<file path="src/hw/qlma_pkg.sv">
// Constants and types shared by the Q15 lane multiply-accumulate unit
package qlma_pkg;

    // ------------------------------------------------------------------
    // Instruction word fields
    // ------------------------------------------------------------------
    localparam int MAJOR_MSB = 31;
    localparam int MAJOR_LSB = 26;
    localparam int ZERO_MSB  = 15;
    localparam int ZERO_LSB  = 13;
    localparam int SEL_MSB   = 12;
    localparam int SEL_LSB   = 11;
    localparam int SUB_MSB   = 10;
    localparam int SUB_LSB   = 6;
    localparam int FUNC_MSB  = 5;
    localparam int FUNC_LSB  = 0;

    localparam logic [5:0] MAJOR_OP_GROUP3    = 6'h1F;
    localparam logic [5:0] FUNC_QUAD_MAC      = 6'h34;
    localparam logic [5:0] FUNC_PAIR_MAC      = 6'h30;
    localparam logic [2:0] ZERO_FIELD         = 3'h0;
    localparam logic [4:0] SUB_LANE3          = 5'h14;
    localparam logic [4:0] SUB_LANE3_SATACC   = 5'h10;
    localparam logic [4:0] SUB_LANE2          = 5'h15;
    localparam logic [4:0] SUB_LANE2_SATACC   = 5'h11;
    localparam logic [4:0] SUB_LANE1          = 5'h16;
    localparam logic [4:0] SUB_LANE1_SATACC   = 5'h12;
    localparam logic [4:0] SUB_PAIR_LOW_SAT   = 5'h12;

    // ------------------------------------------------------------------
    // Operand lanes and fixed-point constants
    // ------------------------------------------------------------------
    localparam int LANE3_LSB = 48;
    localparam int LANE2_LSB = 32;
    localparam int LANE1_LSB = 16;
    localparam int LANE0_LSB = 0;

    localparam logic [15:0] Q15_NEG_ONE = 16'h8000;
    localparam logic [31:0] Q31_MAX     = 32'h7FFFFFFF;
    localparam logic [31:0] Q31_MIN     = 32'h80000000;

    localparam int ACC_COUNT   = 4;
    localparam int ACC_WIDTH   = 128;
    localparam int HALF_WIDTH  = 64;
    localparam int FLAG_LSB    = 16;

    // ------------------------------------------------------------------
    // Register port map (word indices)
    // ------------------------------------------------------------------
    localparam logic [3:0]  REG_CTRL       = 4'h0;
    localparam logic [3:0]  REG_ACC_BASE   = 4'h8;
    localparam logic [31:0] CTRL_RESET     = 32'h00000000;
    localparam logic [63:0] HALF_RESET     = 64'h0;

    typedef enum logic [1:0] {
        LANE_LOW,
        LANE_LOWMID,
        LANE_UPMID,
        LANE_TOP
    } qlma_lane_e;

endpackage

</file>
<file path="src/hw/qlma_mac_unit.sv">
// Single-lane Q15 fractional multiply-accumulate unit with four accumulators
//
// Added by the designer: the address-and-strobe port and the address map.
`timescale 1ns/100ps
module qlma_mac_unit (
    input  wire logic        sys_clk,
    input  wire logic        rst,
    input  wire logic        clk_en,
    input  wire logic        issue_valid,
    input  wire logic [31:0] instr,
    input  wire logic [63:0] operand_one_register,
    input  wire logic [63:0] operand_two_register,
    input  wire logic        ext_enable,
    input  wire logic [3:0]  reg_addr,
    input  wire logic [63:0] reg_wdata,
    input  wire logic        reg_wr,
    input  wire logic        reg_rd,
    output logic      [63:0] reg_rdata,
    output logic             op_done,
    output logic             op_saturated,
    output logic             exc_reserved,
    output logic             exc_ext_disabled,
    output logic      [3:0]  sat_flags
);

    // ------------------------------------------------------------------
    // Helpers
    // ------------------------------------------------------------------
    function automatic logic [15:0] pick_lane(
        input logic [63:0]             r,
        input qlma_pkg::qlma_lane_e    l
    );
        case (l)
            qlma_pkg::LANE_TOP:    pick_lane = r[qlma_pkg::LANE3_LSB +: 16];
            qlma_pkg::LANE_UPMID:  pick_lane = r[qlma_pkg::LANE2_LSB +: 16];
            qlma_pkg::LANE_LOWMID: pick_lane = r[qlma_pkg::LANE1_LSB +: 16];
            default:               pick_lane = r[qlma_pkg::LANE0_LSB +: 16];
        endcase
    endfunction

    // Returns {saturated, q31 value}
    function automatic logic [32:0] q15_mul(
        input logic [15:0] a,
        input logic [15:0] b
    );
        logic signed [31:0] p;
        p = $signed(a) * $signed(b);
        if (a == qlma_pkg::Q15_NEG_ONE && b == qlma_pkg::Q15_NEG_ONE) begin
            q15_mul = {1'b1, qlma_pkg::Q31_MAX};
        end else begin
            q15_mul = {1'b0, p[30:0], 1'b0};
        end
    endfunction

    // ------------------------------------------------------------------
    // Decode
    // ------------------------------------------------------------------
    logic [5:0]  f_major;
    logic [2:0]  f_zero;
    logic [1:0]  sel;
    logic [4:0]  f_sub;
    logic [5:0]  f_func;
    logic        quad_hit;
    logic        pair_hit;
    logic        known;
    logic        legal;
    logic        accept;
    logic        sat_mode;
    qlma_pkg::qlma_lane_e lane;

    assign f_major = instr[qlma_pkg::MAJOR_MSB:qlma_pkg::MAJOR_LSB];
    assign f_zero  = instr[qlma_pkg::ZERO_MSB:qlma_pkg::ZERO_LSB];
    assign sel     = instr[qlma_pkg::SEL_MSB:qlma_pkg::SEL_LSB];
    assign f_sub   = instr[qlma_pkg::SUB_MSB:qlma_pkg::SUB_LSB];
    assign f_func  = instr[qlma_pkg::FUNC_MSB:qlma_pkg::FUNC_LSB];

    always_comb begin
        quad_hit = 1'b0;
        sat_mode = 1'b1;
        lane     = qlma_pkg::LANE_LOW;
        pair_hit = f_major == qlma_pkg::MAJOR_OP_GROUP3
                && f_func == qlma_pkg::FUNC_PAIR_MAC
                && f_sub == qlma_pkg::SUB_PAIR_LOW_SAT;
        if (f_major == qlma_pkg::MAJOR_OP_GROUP3
            && f_func == qlma_pkg::FUNC_QUAD_MAC) begin
            quad_hit = 1'b1;
            case (f_sub)
                qlma_pkg::SUB_LANE3: begin
                    lane     = qlma_pkg::LANE_TOP;
                    sat_mode = 1'b0;
                end
                qlma_pkg::SUB_LANE3_SATACC: begin
                    lane = qlma_pkg::LANE_TOP;
                end
                qlma_pkg::SUB_LANE2: begin
                    lane     = qlma_pkg::LANE_UPMID;
                    sat_mode = 1'b0;
                end
                qlma_pkg::SUB_LANE2_SATACC: begin
                    lane = qlma_pkg::LANE_UPMID;
                end
                qlma_pkg::SUB_LANE1: begin
                    lane     = qlma_pkg::LANE_LOWMID;
                    sat_mode = 1'b0;
                end
                qlma_pkg::SUB_LANE1_SATACC: begin
                    lane = qlma_pkg::LANE_LOWMID;
                end
                default: begin
                    // Other members of the function group belong elsewhere
                    quad_hit = 1'b0;
                end
            endcase
        end
    end

    assign known  = quad_hit || pair_hit;
    assign legal  = known && f_zero == qlma_pkg::ZERO_FIELD;
    assign accept = clk_en && issue_valid && legal && ext_enable;

    // ------------------------------------------------------------------
    // Datapath
    // ------------------------------------------------------------------
    logic [127:0] acc_mem [qlma_pkg::ACC_COUNT];
    logic [127:0] cur_acc;
    logic [15:0]  lane_a;
    logic [15:0]  lane_b;
    logic [32:0]  mul_out;
    logic [31:0]  prod;
    logic         mul_sat;
    logic [127:0] sum;
    logic         acc_ovf;
    logic [31:0]  clamped;
    logic [127:0] next_acc;
    logic         any_sat;

    assign cur_acc = acc_mem[sel];
    assign lane_a  = pick_lane(operand_one_register, lane);
    assign lane_b  = pick_lane(operand_two_register, lane);
    assign mul_out = q15_mul(lane_a, lane_b);
    assign mul_sat = mul_out[32];
    assign prod    = mul_out[31:0];
    // Full-width add so the plain form never wraps early
    assign sum     = cur_acc + {{96{prod[31]}}, prod};
    assign acc_ovf = sum[32] != sum[31];

    always_comb begin
        clamped = sum[31:0];
        if (acc_ovf) begin
            clamped = sum[32] ? qlma_pkg::Q31_MAX : qlma_pkg::Q31_MIN;
        end
    end

    // Pair form stores each sign-extended half; both collapse to the
    // same 128-bit sign extension of the clamped word.
    assign next_acc = sat_mode ? {{96{clamped[31]}}, clamped}
                               : sum;
    assign any_sat  = mul_sat || (sat_mode && acc_ovf);

    // ------------------------------------------------------------------
    // Accumulators and control word
    // ------------------------------------------------------------------
    logic [31:0] ctrl_word;
    logic [31:0] next_ctrl;
    logic [3:0]  set_mask;
    logic        wr_ctrl;
    logic        wr_half;
    logic [1:0]  wr_acc;

    assign wr_ctrl = reg_wr && reg_addr == qlma_pkg::REG_CTRL;
    assign wr_half = reg_wr && reg_addr[3] == qlma_pkg::REG_ACC_BASE[3];
    assign wr_acc  = reg_addr[2:1];

    // Updates land at the issuing edge, so a back-to-back op sees them
    always_ff @(posedge sys_clk) begin
        if (rst) begin
            for (int i = 0; i < qlma_pkg::ACC_COUNT; i++) begin
                acc_mem[i] <= {qlma_pkg::HALF_RESET, qlma_pkg::HALF_RESET};
            end
        end else if (clk_en) begin
            if (wr_half && !(accept && wr_acc == sel)) begin
                if (reg_addr[0]) begin
                    acc_mem[wr_acc][63:0] <= reg_wdata;
                end else begin
                    acc_mem[wr_acc][127:64] <= reg_wdata;
                end
            end
            if (accept) begin
                acc_mem[sel] <= next_acc;
            end
        end
    end

    always_comb begin
        set_mask = 4'h0;
        if (accept && any_sat) begin
            set_mask[sel] = 1'b1;
        end
        next_ctrl = wr_ctrl ? reg_wdata[31:0] : ctrl_word;
        // A saturation in the clearing cycle is kept
        next_ctrl[qlma_pkg::FLAG_LSB +: 4] =
            next_ctrl[qlma_pkg::FLAG_LSB +: 4] | set_mask;
    end

    always_ff @(posedge sys_clk) begin
        if (rst) begin
            ctrl_word <= qlma_pkg::CTRL_RESET;
        end else if (clk_en) begin
            ctrl_word <= next_ctrl;
        end
    end

    assign sat_flags = ctrl_word[qlma_pkg::FLAG_LSB +: 4];

    // ------------------------------------------------------------------
    // Status pulses
    // ------------------------------------------------------------------
    always_ff @(posedge sys_clk) begin
        if (rst) begin
            op_done          <= 1'b0;
            op_saturated     <= 1'b0;
            exc_reserved     <= 1'b0;
            exc_ext_disabled <= 1'b0;
        end else if (clk_en) begin
            op_done      <= accept;
            op_saturated <= accept && any_sat;
            // Saturation never traps; only decode faults and a disabled extension do
            exc_reserved <= issue_valid && known && !legal;
            exc_ext_disabled <= issue_valid && legal && !ext_enable;
        end
    end

    // ------------------------------------------------------------------
    // Register read port
    // ------------------------------------------------------------------
    always_ff @(posedge sys_clk) begin
        if (rst) begin
            reg_rdata <= qlma_pkg::HALF_RESET;
        end else if (clk_en) begin
            reg_rdata <= qlma_pkg::HALF_RESET;
            if (reg_rd) begin
                if (reg_addr == qlma_pkg::REG_CTRL) begin
                    reg_rdata <= {32'h00000000, ctrl_word};
                end else if (reg_addr[3] == qlma_pkg::REG_ACC_BASE[3]) begin
                    reg_rdata <= reg_addr[0] ? acc_mem[wr_acc][63:0]
                                             : acc_mem[wr_acc][127:64];
                end
            end
        end
    end
endmodule

</file>
<file path="config.mk">
export PLATFORM = sky130hd
export DESIGN_NAME = qlma_mac_unit
export DESIGN_NICKNAME = d
export VERILOG_FILES = /design/src/hw/qlma_pkg.sv /design/src/hw/qlma_mac_unit.sv
export SDC_FILE = /design/constraint.sdc
export NUM_CORES = 2
export LEC_CHECK = 0
export BUFFER_PORTS_ARGS = -buffer_cell sky130_fd_sc_hd__buf_4
export CAP_MARGIN = 15
export CORE_MARGIN = 2
export CORE_UTILIZATION = 55
export DETAILED_ROUTE_END_ITERATION = 7
export PLACE_DENSITY_LB_ADDON = 0.05
export RECOVER_POWER = 100
export SETUP_SLACK_MARGIN = 0.02
export SKIP_LAST_GASP = 1
export SYNTH_ARGS = -nofsm -noshare
export SYNTH_HDL_FRONTEND = slang
export SYNTH_SLANG_ARGS = --single-unit
export TNS_END_PERCENT = 20
</file>
<file path="constraint.sdc">
create_clock -name sys_clk -period 26.7 [get_ports sys_clk]
set_clock_uncertainty 0.1 [all_clocks]
set_input_delay 5.34 -clock sys_clk [delete_from_list [all_inputs] [get_ports sys_clk]]
set_output_delay 5.34 -clock sys_clk [all_outputs]
set_load 0.01 [all_outputs]
</file>
==> flow_summary.toml <==
[global_route]
antenna_found_initial = 4
grt_max_degree = 175
first_global_vias = 42900
grt_usage_pct = 38.9
overflow = 0
grt_pass1_wl_mm = 273

[sta]
fin_crit_sh_pct = 83.4
worst_slack_ns = 4.44
relSlewSlack_pct = -203
finalHoldViolCount = 0
setup_tns_ns = 0
tightest_slew_ns = 4.55
rsz0062_at_grt = "no"
clock.fmax_mhz = 44.9
drv_slew = 830
fin_crit_ns = 22.26
setup_violations = 0

[die]
rows = 111
die_w_um = 308
io_pins = 307
die_h_um = 308
dieArea_um2 = 95200
initial_core_util_pct = 55.5
core_um2 = 91800

[critical_path]
required_ns = 26.96
critPathMaxFanout = 15
cpPeakStageDelay_ns = 1.35
rr_startpoint = "acc_mem[3][2]"
endpoint_kind = "register"
r2r_end = "acc_mem[1][124]"
critPathCapture = "acc_mem[1][124]"
slowest_stage = "o311ai_0"
critPathLaunch = "instr[9]"
rrSetupSlack_ns = 16.26
path_class = "primary input to register"
crit_arrival_ns = 22.52
cpMostUsedCell = "a21oi_1"
startpoint_type = "primary input"
r2r_cells = 26

[min_path]
hold_class = "register to register"

[route]
vias = 44000
wl_per_cell_um = 28.3
wirelength_mm = 185
vias_per_cell = 6.75
detail-route-antenna-nets = 0
drc = 0
drt_pre_antenna_iters = 6
drtIter0Drc = 5527

[layout]
ff_latch_area_um2 = 17400
synthToLayoutAreaGrowth_pct = 10.3
multiInputGateArea_um2 = 30900
layout.nets = 5873
fillers = 7868
drive_gt1_share_pct = 15.0

[synth]
synth_edf_count = 512
synth-seq-cells = 612
ys_seq_area_share_pct = 34.1
synthMostInstantiatedCell = "nand2_1"
syn_nets = 5757
ys.flop_type = "edfxtp_1"
ys_top_cells_by_area = "edfxtp_1, mux4_2, fa_1"
ys_async_sr_fraction_pct = 0
yosysTopAreaCellShare_pct = 30.1
syn_area_um2 = 51000
netlist_instances = 5095
synth_commonest_cells = "nand2_1, edfxtp_1, o21ai_0, inv_1, a21oi_1"
ys_types = 112
syn_area_per_cell_um2 = 10.0
yosysWarnings = 0
synth_area_leader_cell = "edfxtp_1"

[placed_design]
dp_slack_ns = 6.26
portBuffers = 296
place_congestion = 0.971
hpwl_mm = 126

[job]
drv_cap = 26

[cts]
clockBufferDepth = 3
ctsResizeCount = 0
htreeDepth = 3
post_cts_buffers = 0
cts.reportedPaths.clkPinSlew_ns = 0.06
cts-root-buf = "clkbuf_16"
cts.sinks = 612
cts_tree = "yes"
cts_buffers = 72
clock_latency_ns = 0.66
holdBufCountCts = 0

[outcome]
status = "finished, violations left"
violations = "capacitance limit, slew limit"
## cell families after synthesis
family / count (synthesis) / share of synthesized area (%)
AOI/OAI and AO/OA: 1341 / 16.5
xor gates and xnor gates: 198 / 3.44
adders and majority gates: 432 / 14.4
buffers and inverters: 687 / 5.33
DFF: 612 / 34.1
muxes: 381 / 13.9
and+or+nand+nor: 1444 / 12.4
## state kept, by name (all words and copies together) (netlist names)
name              flops
exc_ext_disabled      1
ctrl_word            32
reg_rdata            64
op_saturated          1
exc_reserved          1
acc_mem             512
op_done               1
## how the worst min path moves through the flow
stage / depth (start not counted) / slack, ns / endpoint / startpoint
global route: 2 / 0.37 / ctrl_word[29] / ctrl_word[29]
finish: 2 / 0.35 / reg_rdata[12] / reg_rdata[12]
CTS: 2 / 0.35 / ctrl_word[21] / ctrl_word[21]
floorplan: 2 / 0.34 / ctrl_word[0] / ctrl_word[0]
detailed placement: 2 / 0.34 / exc_ext_disabled / exc_ext_disabled
global placement: 2 / 0.34 / reg_rdata[35] / reg_rdata[35]
## cell type report
| type | instances | share of cell area (%) |
|---|---|---|
| Antenna cell | 8 | 0.0356 |
| Clock buffer | 91 | 3.68 |
| Clock inverter | 41 | 0.839 |
| Inverter | 344 | 2.30 |
| Multi-Input combinational cell | 3796 | 54.9 |
| Sequential cell | 612 | 30.9 |
| Tap cell | 1243 | 2.77 |
| Timing Repair Buffer | 385 | 4.56 |
## layout by cell type, fill, tap and decap left out, drive strengths merged, types with 100 or more instances in the layout
cell,instances
fa,257
edfxtp,512
a21oi,333
inv,348
o22ai,146
xnor2,133
clkbuf,186
nand3,106
ha,170
dfxtp,100
nand2,782
o21ai,441
buf,290
nor2,289
mux4,256
## metal layers
metal | routed length (um) | GRT usage, % | vias to the layer above
li1 | - | - | 18900
met1 | 69300 | 51.8 | 21600
met2 | 83300 | 60.8 | 2929
met3 | 22200 | 8.29 | 519
met4 | 9790 | 18.4 | 0
met5 | 0 | 0 | -
## stage by stage
stage | hold slack (ns) | area [um^2] | util (%) | std cells
after CTS | 0.355 | 56800 | 61.9 | 6512
after floorplan | 0.337 | 51000 | - | 5095
after detailed placement | 0.342 | 54200 | 59.1 | 6380
final | 0.350 | 56200 | 61.2 | 6520
after global routing | 0.374 | 56200 | 61.2 | 6512
after global placement | 0.337 | 54200 | 59.1 | 6380
## worst max-delay path: cells and delay by family
kind / cells / cell delay, ns
and+or+nand+nor: 16 / 3.06
buffers and inverters: 6 / 0.74
AOI/OAI and AO/OA: 31 / 9.79
xor gates and xnor gates: 2 / 0.36
adders and majority gates: 8 / 3.21
Power is not shown: default switching activity piles up to over one toggle a cycle in this logic, so the estimate is an artifact.
